**config.mk**
```make
export PLATFORM = sky130hd
export DESIGN_NAME = lp_dac_channel1_regs
export DESIGN_NICKNAME = d
export VERILOG_FILES = /design/src/hw/lp_dac1_pkg.sv /design/src/hw/dac1_switch_select.sv /design/src/hw/lp_dac_channel1_regs.sv
export SDC_FILE = /design/constraint.sdc
export NUM_CORES = 1
export LEC_CHECK = 0
export ABC_AREA = 1
export ABC_CLOCK_PERIOD_IN_PS = 2800
export BUFFER_PORTS_ARGS = -buffer_cell sky130_fd_sc_hd__buf_4
export CAP_MARGIN = 20
export CELL_PAD_IN_SITES_DETAIL_PLACEMENT = 1
export CELL_PAD_IN_SITES_GLOBAL_PLACEMENT = 1
export CORE_ASPECT_RATIO = 0.8
export CORE_MARGIN = 2
export CORE_UTILIZATION = 36
export DETAILED_ROUTE_END_ITERATION = 10
export PLACE_DENSITY_LB_ADDON = 0.1
export SYNTH_ARGS = -nofsm -noshare
export SYNTH_HDL_FRONTEND = slang
export SYNTH_HIERARCHICAL = 1
export SYNTH_SLANG_ARGS = --single-unit
```
**constraint.sdc**
```tcl
create_clock -name mclk -period 2.8 [get_ports mclk]
set_clock_uncertainty 0.1 [all_clocks]
set_input_delay 0.14 -clock mclk [delete_from_list [all_inputs] [get_ports mclk]]
set_output_delay 0.14 -clock mclk [all_outputs]
set_load 0.01 [all_outputs]
```
**src/hw/lp_dac1_pkg.sv**
```systemverilog
// Constants shared by the low power DAC channel 1 register bank
`default_nettype none
package lp_dac1_pkg;
   // ----------------------------------------
   // Register byte addresses
   // ----------------------------------------
   localparam logic [31:0] OUTPUT_CODES_ADDR = 32'h400c212c;
   localparam logic [31:0] SWITCH_CTRL_ADDR = 32'h400c2130;
   localparam logic [31:0] CONTROL_ADDR = 32'h400c2134;
   // ----------------------------------------
   // Reset values
   // ----------------------------------------
   localparam logic [17:0] OUTPUT_CODES_RESET = 18'h00000;
   localparam logic [5:0] SWITCH_CTRL_RESET = 6'h00;
   localparam logic [6:0] CONTROL_RESET = 7'h02;
   // ----------------------------------------
   // Field layout
   // ----------------------------------------
   localparam int COARSE_MSB = 17;
   localparam int COARSE_LSB = 12;
   localparam int FINE_MSB = 11;
   localparam int FINE_LSB = 0;
   localparam int OVERRIDE_BIT = 5;
   localparam int SWITCH_MSB = 4;
   localparam int SOURCE_BIT = 6;
   localparam int PRESET_BIT = 5;
   localparam int ZERO_ROUTE_BIT = 4;
   localparam int BIAS_ROUTE_BIT = 3;
   localparam int REFERENCE_BIT = 2;
   localparam int POWER_DOWN_BIT = 1;
   localparam int WRITE_ENABLE_BIT = 0;
   // ----------------------------------------
   // Switch presets, bit 4 down to 0
   // ----------------------------------------
   localparam logic [4:0] NORMAL_PRESET = 5'h0a;
   localparam logic [4:0] DIAG_PRESET = 5'h15;
   // ----------------------------------------
   // Analog transfer, for reference only
   // ----------------------------------------
   localparam int COARSE_ZERO_MV = 200;
   localparam int COARSE_FULL_MV = 2366;
   localparam int COARSE_STEP_UV = 34375;
   localparam int FINE_ZERO_MV = 200;
   localparam int FINE_FULL_MV = 2400;
   localparam int FINE_STEP_UV = 537;
endpackage
`default_nettype wire

```
**src/hw/dac1_switch_select.sv**
```systemverilog
// Selects the output switch pattern for the DAC channel
`timescale 1ns/10ps
`default_nettype none
module dac1_switch_select (
   input wire logic overrideOn,
   input wire logic presetSelect,
   input wire logic powerDown,
   input wire logic [4:0] manualSwitches,
   output logic [4:0] switchPattern
);
   always_comb begin
      if (powerDown) begin
         switchPattern = 5'h00;
      end else if (overrideOn) begin
         switchPattern = manualSwitches;
      end else if (presetSelect) begin
         switchPattern = lp_dac1_pkg::DIAG_PRESET;
      end else begin
         switchPattern = lp_dac1_pkg::NORMAL_PRESET;
      end
   end
endmodule
`default_nettype wire

```
**src/hw/lp_dac_channel1_regs.sv**
```systemverilog
// Register bank and output drive for low power DAC channel 1
`timescale 1ns/10ps
`default_nettype none
module lp_dac_channel1_regs (
   input wire logic mclk,
   input wire logic resetn,
   input wire logic [31:0] regAddr,
   input wire logic [31:0] regWdata,
   input wire logic regWrite,
   input wire logic regRead,
   output logic [31:0] regRdata,
   input wire logic [5:0] wgenCoarse,
   input wire logic [11:0] wgenFine,
   output logic [5:0] coarseCode,
   output logic [11:0] fineCode,
   output logic biasToAmpSwitch,
   output logic biasToFilterSwitch,
   output logic zeroRef0ToTiaSwitch,
   output logic zeroRefToFilterSwitch,
   output logic zeroRefToHsTiaSwitch,
   output logic zeroNodeRoute,
   output logic biasNodeRoute,
   output logic referenceSelect,
   output logic channelPowerDown
);
   // ----------------------------------------
   // Address decode
   // ----------------------------------------
   logic hitCodes;
   logic hitSwitch;
   logic hitControl;
   assign hitCodes = regAddr == lp_dac1_pkg::OUTPUT_CODES_ADDR;
   assign hitSwitch = regAddr == lp_dac1_pkg::SWITCH_CTRL_ADDR;
   assign hitControl = regAddr == lp_dac1_pkg::CONTROL_ADDR;

   // ----------------------------------------
   // Registers
   // ----------------------------------------
   // Only implemented bits are stored, so reserved bits cannot hold writes
   logic [17:0] codes_q;
   logic [5:0] switchCtrl_q;
   logic [6:0] control_q;
   logic codeWriteEnable;
   assign codeWriteEnable = control_q[lp_dac1_pkg::WRITE_ENABLE_BIT];

   always_ff @(posedge mclk or negedge resetn) begin
      if (!resetn) begin
         control_q <= lp_dac1_pkg::CONTROL_RESET;
      end else if (regWrite && hitControl) begin
         control_q <= regWdata[6:0];
      end
   end

   always_ff @(posedge mclk or negedge resetn) begin
      if (!resetn) begin
         switchCtrl_q <= lp_dac1_pkg::SWITCH_CTRL_RESET;
      end else if (regWrite && hitSwitch) begin
         switchCtrl_q <= regWdata[5:0];
      end
   end

   // Held at zero while writes are locked; clearing the enable also wipes it
   always_ff @(posedge mclk or negedge resetn) begin
      if (!resetn) begin
         codes_q <= lp_dac1_pkg::OUTPUT_CODES_RESET;
      end else if (!codeWriteEnable) begin
         codes_q <= lp_dac1_pkg::OUTPUT_CODES_RESET;
      end else if (regWrite && hitCodes) begin
         codes_q <= regWdata[17:0];
      end
   end

   // ----------------------------------------
   // Read port
   // ----------------------------------------
   // Data stands for one cycle only; unmapped addresses return zero
   always_ff @(posedge mclk or negedge resetn) begin
      if (!resetn) begin
         regRdata <= 32'h00000000;
      end else if (regRead) begin
         if (hitCodes) begin
            regRdata <= {14'h0000, codes_q};
         end else if (hitSwitch) begin
            regRdata <= {26'h0000000, switchCtrl_q};
         end else if (hitControl) begin
            regRdata <= {25'h0000000, control_q};
         end else begin
            regRdata <= 32'h00000000;
         end
      end else begin
         regRdata <= 32'h00000000;
      end
   end

   // ----------------------------------------
   // Code source
   // ----------------------------------------
   // Codes are registered so the analog core sees glitch-free steps;
   // the voltage scale itself is set by the analog core
   always_ff @(posedge mclk or negedge resetn) begin
      if (!resetn) begin
         coarseCode <= 6'h00;
         fineCode <= 12'h000;
      end else if (control_q[lp_dac1_pkg::SOURCE_BIT]) begin
         coarseCode <= wgenCoarse;
         fineCode <= wgenFine;
      end else begin
         coarseCode <= codes_q[lp_dac1_pkg::COARSE_MSB:lp_dac1_pkg::COARSE_LSB];
         fineCode <= codes_q[lp_dac1_pkg::FINE_MSB:lp_dac1_pkg::FINE_LSB];
      end
   end

   // ----------------------------------------
   // Output switches
   // ----------------------------------------
   logic [4:0] switchPattern;
   logic [4:0] switches_q;

   dac1_switch_select switchSelect (
      .overrideOn(switchCtrl_q[lp_dac1_pkg::OVERRIDE_BIT]),
      .presetSelect(control_q[lp_dac1_pkg::PRESET_BIT]),
      .powerDown(control_q[lp_dac1_pkg::POWER_DOWN_BIT]),
      .manualSwitches(switchCtrl_q[lp_dac1_pkg::SWITCH_MSB:0]),
      .switchPattern(switchPattern)
   );

   // Registered so a register write never glitches a switch
   always_ff @(posedge mclk or negedge resetn) begin
      if (!resetn) begin
         switches_q <= 5'h00;
      end else begin
         switches_q <= switchPattern;
      end
   end

   assign biasToAmpSwitch = switches_q[4];
   assign biasToFilterSwitch = switches_q[3];
   assign zeroRef0ToTiaSwitch = switches_q[2];
   assign zeroRefToFilterSwitch = switches_q[1];
   assign zeroRefToHsTiaSwitch = switches_q[0];

   // ----------------------------------------
   // Routing, reference and power
   // ----------------------------------------
   // Unequal route bits are passed on as written; software must keep them equal
   assign zeroNodeRoute = control_q[lp_dac1_pkg::ZERO_ROUTE_BIT];
   assign biasNodeRoute = control_q[lp_dac1_pkg::BIAS_ROUTE_BIT];
   assign referenceSelect = control_q[lp_dac1_pkg::REFERENCE_BIT];
   assign channelPowerDown = control_q[lp_dac1_pkg::POWER_DOWN_BIT];

   logic [4:0] switchesView;
   assign switchesView = {biasToAmpSwitch, biasToFilterSwitch, zeroRef0ToTiaSwitch,
                          zeroRefToFilterSwitch, zeroRefToHsTiaSwitch};
endmodule
`default_nettype wire

```
# After elaboration in Yosys (flattened, before gate mapping)
# Cells that the tools add are included.
# totals
regBits,86
in_bits,86
out_inout_bits,59
wordCells,25
# op_classes
n_eq_ne,4
muxes,11
reduce_logical,3
# ops
op,count
equality test 32 x 31 -> 1 bit (second input constant),3
two-way mux 18 bit,3
two-way mux 32 bit,1
two-way mux 5 bit,3
two-way mux 7 bit,2
two-way mux 12 bit,1
two-way mux 6 bit,1
logical AND 1 bit,3
inequality test 2 x 1 -> 1 bit (second input constant),1

# Depth between registers and ports, before layout
# Gate-level depths: netlist of the first run.
# logic_depth
ltp_word,5
ltp_mapped,11
depth_no_buf,10

# Hierarchy
# The synthesis of the first run kept the hierarchy.
# modules_own_cells
module,n_inst,cells_per_inst,area_each_um2,seq_area_each_um2
lp_dac_channel1_regs,1,377,3270.6,1803.0
dac1_switch_select,1,14,61.3,0.0

# Least setup slack after synthesis of the first run
# No wires, ideal clock.
# synth_path
kind,input to register
from,input port regAddr[23]
to,register control_q[5]
setup_time_ns,0.117
t_arrival_ns,1.092
setup_slack_ns,1.490
path_stages,9
path_buffers,1
cell_sequence,nor2_1 -> nand2_1 -> nor2_2 -> nand2_4 -> nor2_4 -> nand2_2 -> buf_6 -> nand2_1 -> o21ai_2
# synth_between
elab_chain_len,2
# synth_rtl
item,line_no,rtl
start: declaration,lp_dac_channel1_regs.sv:7,"input wire logic [31:0] regAddr,"
equality test 32 x 31 -> 1 bit,lp_dac_channel1_regs.sv:34,assign hitControl = regAddr == lp_dac1_pkg::CONTROL_ADDR;
logical AND 1 bit,lp_dac_channel1_regs.sv:49,end else if (regWrite && hitControl) begin
end signal: assignment,lp_dac_channel1_regs.sv:48,control_q <= lp_dac1_pkg::CONTROL_RESET;
end signal: assignment,lp_dac_channel1_regs.sv:50,control_q <= regWdata[6:0];
end: declaration,lp_dac_channel1_regs.sv:42,logic [6:0] control_q;
# No other way between the ends.
# A chain may end at the register's enable or synchronous reset.

# Worst setup path after layout of the first run
# layout_path
from,register control_q[0]
to,register codes_q[14]
# layout_between
elab_chain_len,1
elab_cells_between_ends,2
cone_classes,1 x eq/ne; 1 x mux
# layout_rtl
item,line_no,rtl
inequality test 2 x 1 -> 1 bit (no line) / two-way mux 18 bit (equally long branches),n/a,
end signal: assignment,lp_dac_channel1_regs.sv:65,codes_q <= lp_dac1_pkg::OUTPUT_CODES_RESET;
end signal: assignment,lp_dac_channel1_regs.sv:67,codes_q <= lp_dac1_pkg::OUTPUT_CODES_RESET;
end signal: assignment,lp_dac_channel1_regs.sv:69,codes_q <= regWdata[17:0];
end: declaration,lp_dac_channel1_regs.sv:40,logic [17:0] codes_q;
# Several ways; a longest one is shown, not always the timed one.

==> metrics.yaml, run 1 <==
grt_overflow: 0
fin_crit_sh: 0.548
placedCellCount: 609
core_sq_um: 9040
grt_pass1_wl_mm: 15.4
insertion_delay_ns: 0.33
die_w_um: 112
post-route-drc-count: 0
postSynthAreaPerCell_sq_um: 8.52
rsz0062_at_grt: "false"
yosys.area.top_type: "dfrtp_1"
grtUsageTotal: 0.190
multi_input_area_sq_um: 1170
fillers: 1075
cp-start-kind: "flip-flop"
syn_to_final_growth_pct: 47.9
ys.flop_type: "dfrtp_1"
core.rowCount: 31
grt_max_degree: 73
ant_nets: 0
worstPathArrival_ns: 1.68
final.setup.tns_ns: 0
vias: 2996
antenna_found_initial: 0
gp_congestion: 0.796
synth.cell_area_sq_um: 3330
setup_violations: 0
routed_via_density: 4.53
die-area_sq_um: 10000
endpoint_kind: "flip-flop"
cts_tree: "done"
wirelength_mm: 8.95
drt_iter0_drc: 94
tightest_slew_ns: 0.925
whs_ns: 0.0208
ys_warn_count: 6
seq_area_frac_synth: 0.541
status: "complete, no violations"
grt_pass1_vias: 3161
utilization: 0.545
instances_no_fill: 661
synth_edf_count: 0
vdd_drop_max_mv: 0.329
cts_sinks: 72
dr.pass1.iters: 4
max-clock-path-buffers: 2
ys_seq_elements: 72
cts_root_buffer: "clkbuf_16"
yosys.cell_count.top_type: "nand2_1"
synth_area_leaders: "dfrtp_1 (53%), nand2_1 (9.5%), inv_1 (6.0%)"
relSlewSlack: 0.383
cts_resized: 0
yosysUniqueCellTypes: 22
layout_setup_ws_ns: 1.26
fin_crit_ns: 1.54
numPortBuffers: 116
wire_per_inst_um: 13.5
ctsHtreeMaxLevel: 3
critPathMaxFanout: 20
synth_top_area_frac: 0.533
p_per_area_nw_per_um2: 508
final-max-slew-violation-count: 0
synthCells: 391
reg2reg_slack_ns: 1.26
p_leak_nw: 2.54
synth_commonest_cells: "nand2_1 (84), dfrtp_1 (71), inv_1 (53), nor2_1 (40), nand3_1 (38)"
place_ws_ns: 1.03
cap_viol_max_count: 0
hold_class: "in2reg"
max_freq_ghz: 0.651
cts_made_buffers: 9
ios: 145
floorplan.initialDensity: 0.369
path_clk_slew_ns: 0.05
die_y_um: 90.1
drive_above_1_share: 0.310
cts_setup_buffers: 0
ys_async_sr_fraction: 1.00
n_antenna_cell: 0
required_ns: 2.94
detailed_place_hpwl_mm: 6.37
register_area_sq_um: 1800
critPathKind: "reg2reg"
hold_viol: 0
fin_nets: 628
## flip-flops by register name (all words and copies together) (netlist names)
signal,cells
codes_q,18
regRdata,18
switchCtrl_q,6
control_q,7
coarseCode,6
fineCode,12
switchesView,5
## final cells by class
| class | instances | share of cell area |
|---|---|---|
| flip-flops and latches | 72 | 0.366 |
| repair buffers | 156 | 0.256 |
| inverters | 56 | 0.0427 |
| clock buffers | 9 | 0.0457 |
| clock inverters | 6 | 0.0221 |
| well taps | 115 | 0.0292 |
| multi-input cells | 247 | 0.238 |
## cell usage in the layout (no fill, tap or decap)
cell type,instances
nand2_4,2
dfstp_2,1
o21ai_1,11
nand4_1,1
inv_2,3
bufinv_16,3
nand3_1,38
nor2_2,5
dlygate4sd3_1,37
o21ai_0,19
clkinv_2,2
a21oi_1,9
nor2_8,1
buf_4,119
clkinv_4,1
nor2_1,40
nor2_4,1
dfrtp_1,71
nand2_1,84
nand2_2,6
conb_1,14
clkbuf_16,9
inv_1,53
o21ai_2,16
## per-layer routing
metal	GRT usage	share of wire
met1	0.250	0.46
met2	0.314	0.47
met3	0.0546	0.057
met4	0.0412	0.0068
met5	0	0
## cell families after synthesis
kind of cell / Yosys count / synth area share
other: 1 / 0.00113
flip-flops: 72 / 0.541
buffers and inverters: 85 / 0.122
AND/OR/NAND/NOR: 178 / 0.235
AO/OA/AOI/OAI: 55 / 0.101
## repair_timing
action	CTS	global route
hold buffers	37	0
hold endpoints to repair	111	0
endpoints found under the setup margin	0	0
## power by group
| group | leakage [nW] | switching (W) | internal [W] | total (W) |
|---|---|---|---|---|
| Sequential | 0.992 | 0.00000000000409 | 0.00104 | 0.00104 |
| Clock | 0.165 | 0.000422 | 0.000863 | 0.00128 |
| Combinational | 1.39 | 0.0000730 | 0.000104 | 0.000177 |
## per-stage QoR
step	total power (W)	instance area [sq um]
4_1_cts	0.00253	4930
3_5_place_dp	0.00120	4220
5_1_grt	0.00259	4930
2_1_floorplan	0.00110	3380
6_report	0.00250	4930
3_3_place_gp	0.00119	4220
## final timing paths
check | start | end | depth (start not counted)
worst min-delay path | regWrite | control_q[6] | 3
worst max-delay path | control_q[0] | codes_q[14] | 3
min in group asynchronous | resetn | regRdata[4] | 2
max in group asynchronous | resetn | switchesView[1] | 2
worst min register to register | codes_q[10] | codes_q[10] | 2
worst max register to register | control_q[0] | codes_q[14] | 3
## worst max-delay path, cell delays in order, from the launching register on
cell	delay, ns
dfrtp_1	0.76
buf_4	0.35
nand3_1	0.12
o21ai_1	0.12
Power figures use the tool's default switching activity.
==> run 2: changes to the inputs <==
--- a/config.mk
+++ b/config.mk
@@ -6,14 +6,14 @@
 export NUM_CORES = 1
 export LEC_CHECK = 0
 export ABC_AREA = 1
-export ABC_CLOCK_PERIOD_IN_PS = 2800
+export ABC_CLOCK_PERIOD_IN_PS = 1300
 export BUFFER_PORTS_ARGS = -buffer_cell sky130_fd_sc_hd__buf_4
 export CAP_MARGIN = 20
 export CELL_PAD_IN_SITES_DETAIL_PLACEMENT = 1
 export CELL_PAD_IN_SITES_GLOBAL_PLACEMENT = 1
 export CORE_ASPECT_RATIO = 0.8
 export CORE_MARGIN = 2
-export CORE_UTILIZATION = 36
+export CORE_UTILIZATION = 30
 export DETAILED_ROUTE_END_ITERATION = 10
 export PLACE_DENSITY_LB_ADDON = 0.1
 export SYNTH_ARGS = -nofsm -noshare
==> constraint.sdc (replaced) <==
create_clock -name mclk -period 1.3 [get_ports mclk]
set_clock_uncertainty 0.1 [all_clocks]
set_input_delay 0.065 -clock mclk [delete_from_list [all_inputs] [get_ports mclk]]
set_output_delay 0.065 -clock mclk [all_outputs]
set_load 0.01 [all_outputs]
==> metrics.yaml, run 2 (same netlist as run 1, synthesis figures left out) <==
vias: 3021
final_cell_mix: "buf_4 (128), nand2_1 (84), dfrtp_1 (71)"
cap_viol_max_count: 0
dr.pass1.iters: 4
core_sq_um: 10800
insertion_delay_ns: 0.34
fin_nets: 644
hold_class: "in2reg"
gp_congestion: 0.760
top_regs: "codes_q x18, regRdata x18, fineCode x12"
detailed_place_hpwl_mm: 6.99
critPathKind: "reg2out"
wire_per_inst_um: 13.5
numPortBuffers: 116
floorplan.initialDensity: 0.307
grt_pass1_wl_mm: 16.0
rsz0062_at_grt: "false"
critPathSlowestCell: "dfstp_2"
required_ns: 1.13
ant_nets: 0
critPathMaxFanout: 7
max-clock-path-buffers: 2
die_w_um: 122
place_ws_ns: -0.140
grt_max_degree: 35
final_common_cell: "buf_4"
wirelength_mm: 9.57
layout_setup_ws_ns: 0.0811
p_leak_nw: 2.65
die-area_sq_um: 12000
vdd_drop_max_mv: 0.568
post-route-drc-count: 0
cts_root_buffer: "clkbuf_16"
fin_crit_ns: 1.22
cts_setup_buffers: 0
path_delay_family: "flip-flops"
endpoint_kind: "output port"
routed_via_density: 4.27
cts_sinks: 72
syn_to_final_growth_pct: 54.8
grtUsageTotal: 0.173
setup_violations: 0
antenna_found_initial: 0
drive_above_1_share: 0.329
core.rowCount: 34
fin_crit_sh: 0.938
cts_made_buffers: 9
grt_pass1_vias: 3265
grt_overflow: 0
max_stage_delay_ns: 0.58
cp_cell_sequence: "buf_4"
worstPathArrival_ns: 1.05
cp.buffers_inverters: 1
ctsHtreeMaxLevel: 3
fillers: 1295
status: "complete, no violations"
n_antenna_cell: 0
cp-start-kind: "flip-flop"
p_per_area_nw_per_um2: 1040
drt_iter0_drc: 89
cts_tree: "done"
hold_viol: 0
utilization: 0.476
final-max-slew-violation-count: 0
path_clk_slew_ns: 0.06
max_freq_ghz: 0.820
die_y_um: 98.3
ios: 145
-- run 2: cell types whose count changed in the layout (fill, tap and decap cells not counted), sizes merged --
cell,delta
bufinv,-1
clkbuf,+2
dlygate4sd3,+1
buf,+15
-- run 2: what timing repair did --
item / CTS / global route
gates resized for setup: 0 / 0
hold buffers: 38 / 0
hold endpoints to repair: 121 / 0
-- run 2: where the power goes --
part,total [W],internal [W],leakage [nW],switching (W)
combinational,0.000400,0.000234,1.50,0.000166
clock,0.00271,0.00178,0.165,0.000926
sequential,0.00224,0.00224,0.992,0.00000000000594
total,0.00535,0.00426,2.65,0.00109
-- run 2: final timing paths --
kind                       cells past startpoint                to  slack (ns)          from
max                                            1  channelPowerDown        0.08  control_q[1]
min                                            3       regRdata[6]        0.02       regRead
max reg2reg                                    6       regRdata[1]        0.21  control_q[1]
min reg2reg                                    2       codes_q[13]        0.41   codes_q[13]
max in group asynchronous                      3       regRdata[7]        0.48        resetn
min in group asynchronous                      2   switchCtrl_q[3]        0.10        resetn
-- run 2: metrics by stage --
step	hold WS [ns]	area (sq um)	std cells	TNS (ns)	power [W]
4_1_cts	0.0134	5160	707	0	0.00542
3_3_place_gp	-0.0900	4450	653	-2.97	0.00259
3_5_place_dp	-0.0778	4450	653	-4.17	0.00260
6_report	0.0210	5160	707	0	0.00535
5_1_grt	0.0278	5160	707	0	0.00553
2_1_floorplan	-0.331	3380	404	0	0.00238
-- run 2: cell type report --
cell class	instances	area, sq um	area share
Inverter	56	210	0.0407
Clock inverter	5	78.8	0.0153
Clock buffer	11	253	0.0490
Timing Repair Buffer	172	1460	0.283
Tap cell	144	180	0.0349
Sequential cell	72	1800	0.350
Multi-Input combinational cell	247	1170	0.227
-- run 2: worst min-delay path: cells and delay by family --
kind	cells	cell delay, ns
compound gates	1	0.10
buf+inv	1	0.12
simple gates	1	0.12
-- run 2: metal layers --
metal,track usage,wire [um],vias up
met1,0.225,4440,1404
met3,0.0631,661,12
met4,0.0442,127,0
li1,-,-,1514
met2,0.273,4340,91
met5,0,0,-
==> run 3: changes to the inputs <==
--- a/config.mk
+++ b/config.mk
@@ -20,3 +20,4 @@
 export SYNTH_HDL_FRONTEND = slang
 export SYNTH_HIERARCHICAL = 1
 export SYNTH_SLANG_ARGS = --single-unit
+export TNS_END_PERCENT = 20
==> constraint.sdc (replaced) <==
create_clock -name mclk -period 1.3 [get_ports mclk]
set_clock_uncertainty 0.1 [all_clocks]
set_input_delay 0.13 -clock mclk [delete_from_list [all_inputs] [get_ports mclk]]
set_output_delay 0.13 -clock mclk [all_outputs]
set_load 0.01 [all_outputs]
==> metrics.yaml, run 3 (same netlist as run 1, synthesis figures left out) <==
ios: 145
final-max-slew-violation-count: 0
core_sq_um: 10800
multi_input_area_sq_um: 1170
floorplan.initialDensity: 0.307
instances_no_fill: 709
grt_pass1_wl_mm: 15.6
fin_crit_sh: 0.943
cp-start-kind: "flip-flop"
dpl_cell_area_sq_um: 4450
wire_per_inst_um: 13.4
vias: 3041
drive_above_1_share: 0.331
worstPathArrival_ns: 1.00
critPathKind: "reg2out"
routed_via_density: 4.29
rsz0062_at_grt: "false"
max_freq_ghz: 0.815
max_stage_delay_ns: 0.54
final.setup.tns_ns: 0
dr.pass1.iters: 4
detailed_place_hpwl_mm: 6.91
postLayoutCellArea_sq_um: 5240
path_clk_slew_ns: 0.05
hold_class: "in2reg"
numPortBuffers: 116
core.rowCount: 34
syn_to_final_growth_pct: 57.2
insertion_delay_ns: 0.34
status: "complete, no violations"
reg2reg_slack_ns: 0.12
top_regs: "codes_q x18, regRdata x18, fineCode x12"
cp.buffers_inverters: 1
required_ns: 1.07
grtUsageTotal: 0.169
fin_crit_ns: 1.23
cts_sinks: 72
ctsHtreeMaxLevel: 3
critPathMaxFanout: 2
grt_overflow: 0
antenna_found_initial: 0
final_cell_mix: "buf_4 (129), nand2_1 (84), dfrtp_1 (71)"
cts_root_buffer: "clkbuf_16"
endpoint_kind: "output port"
gp_congestion: 0.756
fin_nets: 646
grt_pass1_vias: 3178
die_y_um: 98.3
path_delay_family: "flip-flops"
max-clock-path-buffers: 2
die_w_um: 122
die-area_sq_um: 12000
setup_violations: 0
cts_made_buffers: 9
final_common_cell: "buf_4"
vdd_drop_max_mv: 0.612
placedCellCount: 654
p_leak_nw: 2.69
p_per_area_nw_per_um2: 1120
n_antenna_cell: 0
grt_max_degree: 35
cp_cell_sequence: "buf_4"
critPathSlowestCell: "dfstp_2"
cts_tree: "done"
wirelength_mm: 9.54
cap_viol_max_count: 0
fillers: 1277
register_area_sq_um: 1800
post-route-drc-count: 0
drt_iter0_drc: 94
ant_nets: 0
hold_viol: 0
run 3: cell types whose count changed in the layout (fill, tap and decap cells not counted):
cell	previous run	this run
clkinv_4	1	2
clkinv_2	2	0
clkbuf_8	2	0
buf_6	0	1
bufinv_16	2	5
buf_4	128	129
run 3: what timing repair did:
item,in CTS,in global routing
hold endpoints to repair,114,0
endpoints found under the setup margin,1,1
buffers inserted,1,0
gates resized for setup,0,1
hold buffers,38,0
run 3: power breakdown:
| part | internal (W) | switching (W) | total [W] |
|---|---|---|---|
| registers | 0.00224 | 0.00000000000575 | 0.00224 |
| logic | 0.000236 | 0.000163 | 0.000398 |
| clock network | 0.00227 | 0.000971 | 0.00324 |
run 3: cell type report:
cell class,instances,area share
clock buffer,9,0.0430
clock inverter,7,0.0320
inverter,56,0.0401
multi-input combinational,247,0.224
sequential,72,0.344
tap,144,0.0344
timing repair buffer,174,0.283
run 3: path summary, 6_finish.rpt:
kind,end,startpoint,depth (start not counted)
max reg2reg,regRdata[1],control_q[1],7
max in group asynchronous,fineCode[3],resetn,3
min in group asynchronous,fineCode[7],resetn,2
min,regRdata[6],regRead,3
min reg2reg,codes_q[6],codes_q[6],2
max,channelPowerDown,control_q[1],1
run 3: layer usage:
layer	GRT usage	share of wire
met1	0.229	0.47
met2	0.267	0.46
met3	0.0514	0.058
met4	0.0398	0.011
met5	0	0
run 3: through the flow:
stage / hold WS (ns) / setup slack, ns / util / power, W
2_1_floorplan: -0.266 / 0.000124 / - / 0.00238
3_3_place_gp: -0.0468 / -0.164 / 0.411 / 0.00259
3_5_place_dp: -0.0392 / -0.203 / 0.411 / 0.00260
4_1_cts: 0.0829 / 0.0619 / 0.483 / 0.00594
5_1_grt: 0.125 / 0.00603 / 0.483 / 0.00608
6_report: 0.0864 / 0.0737 / 0.483 / 0.00588
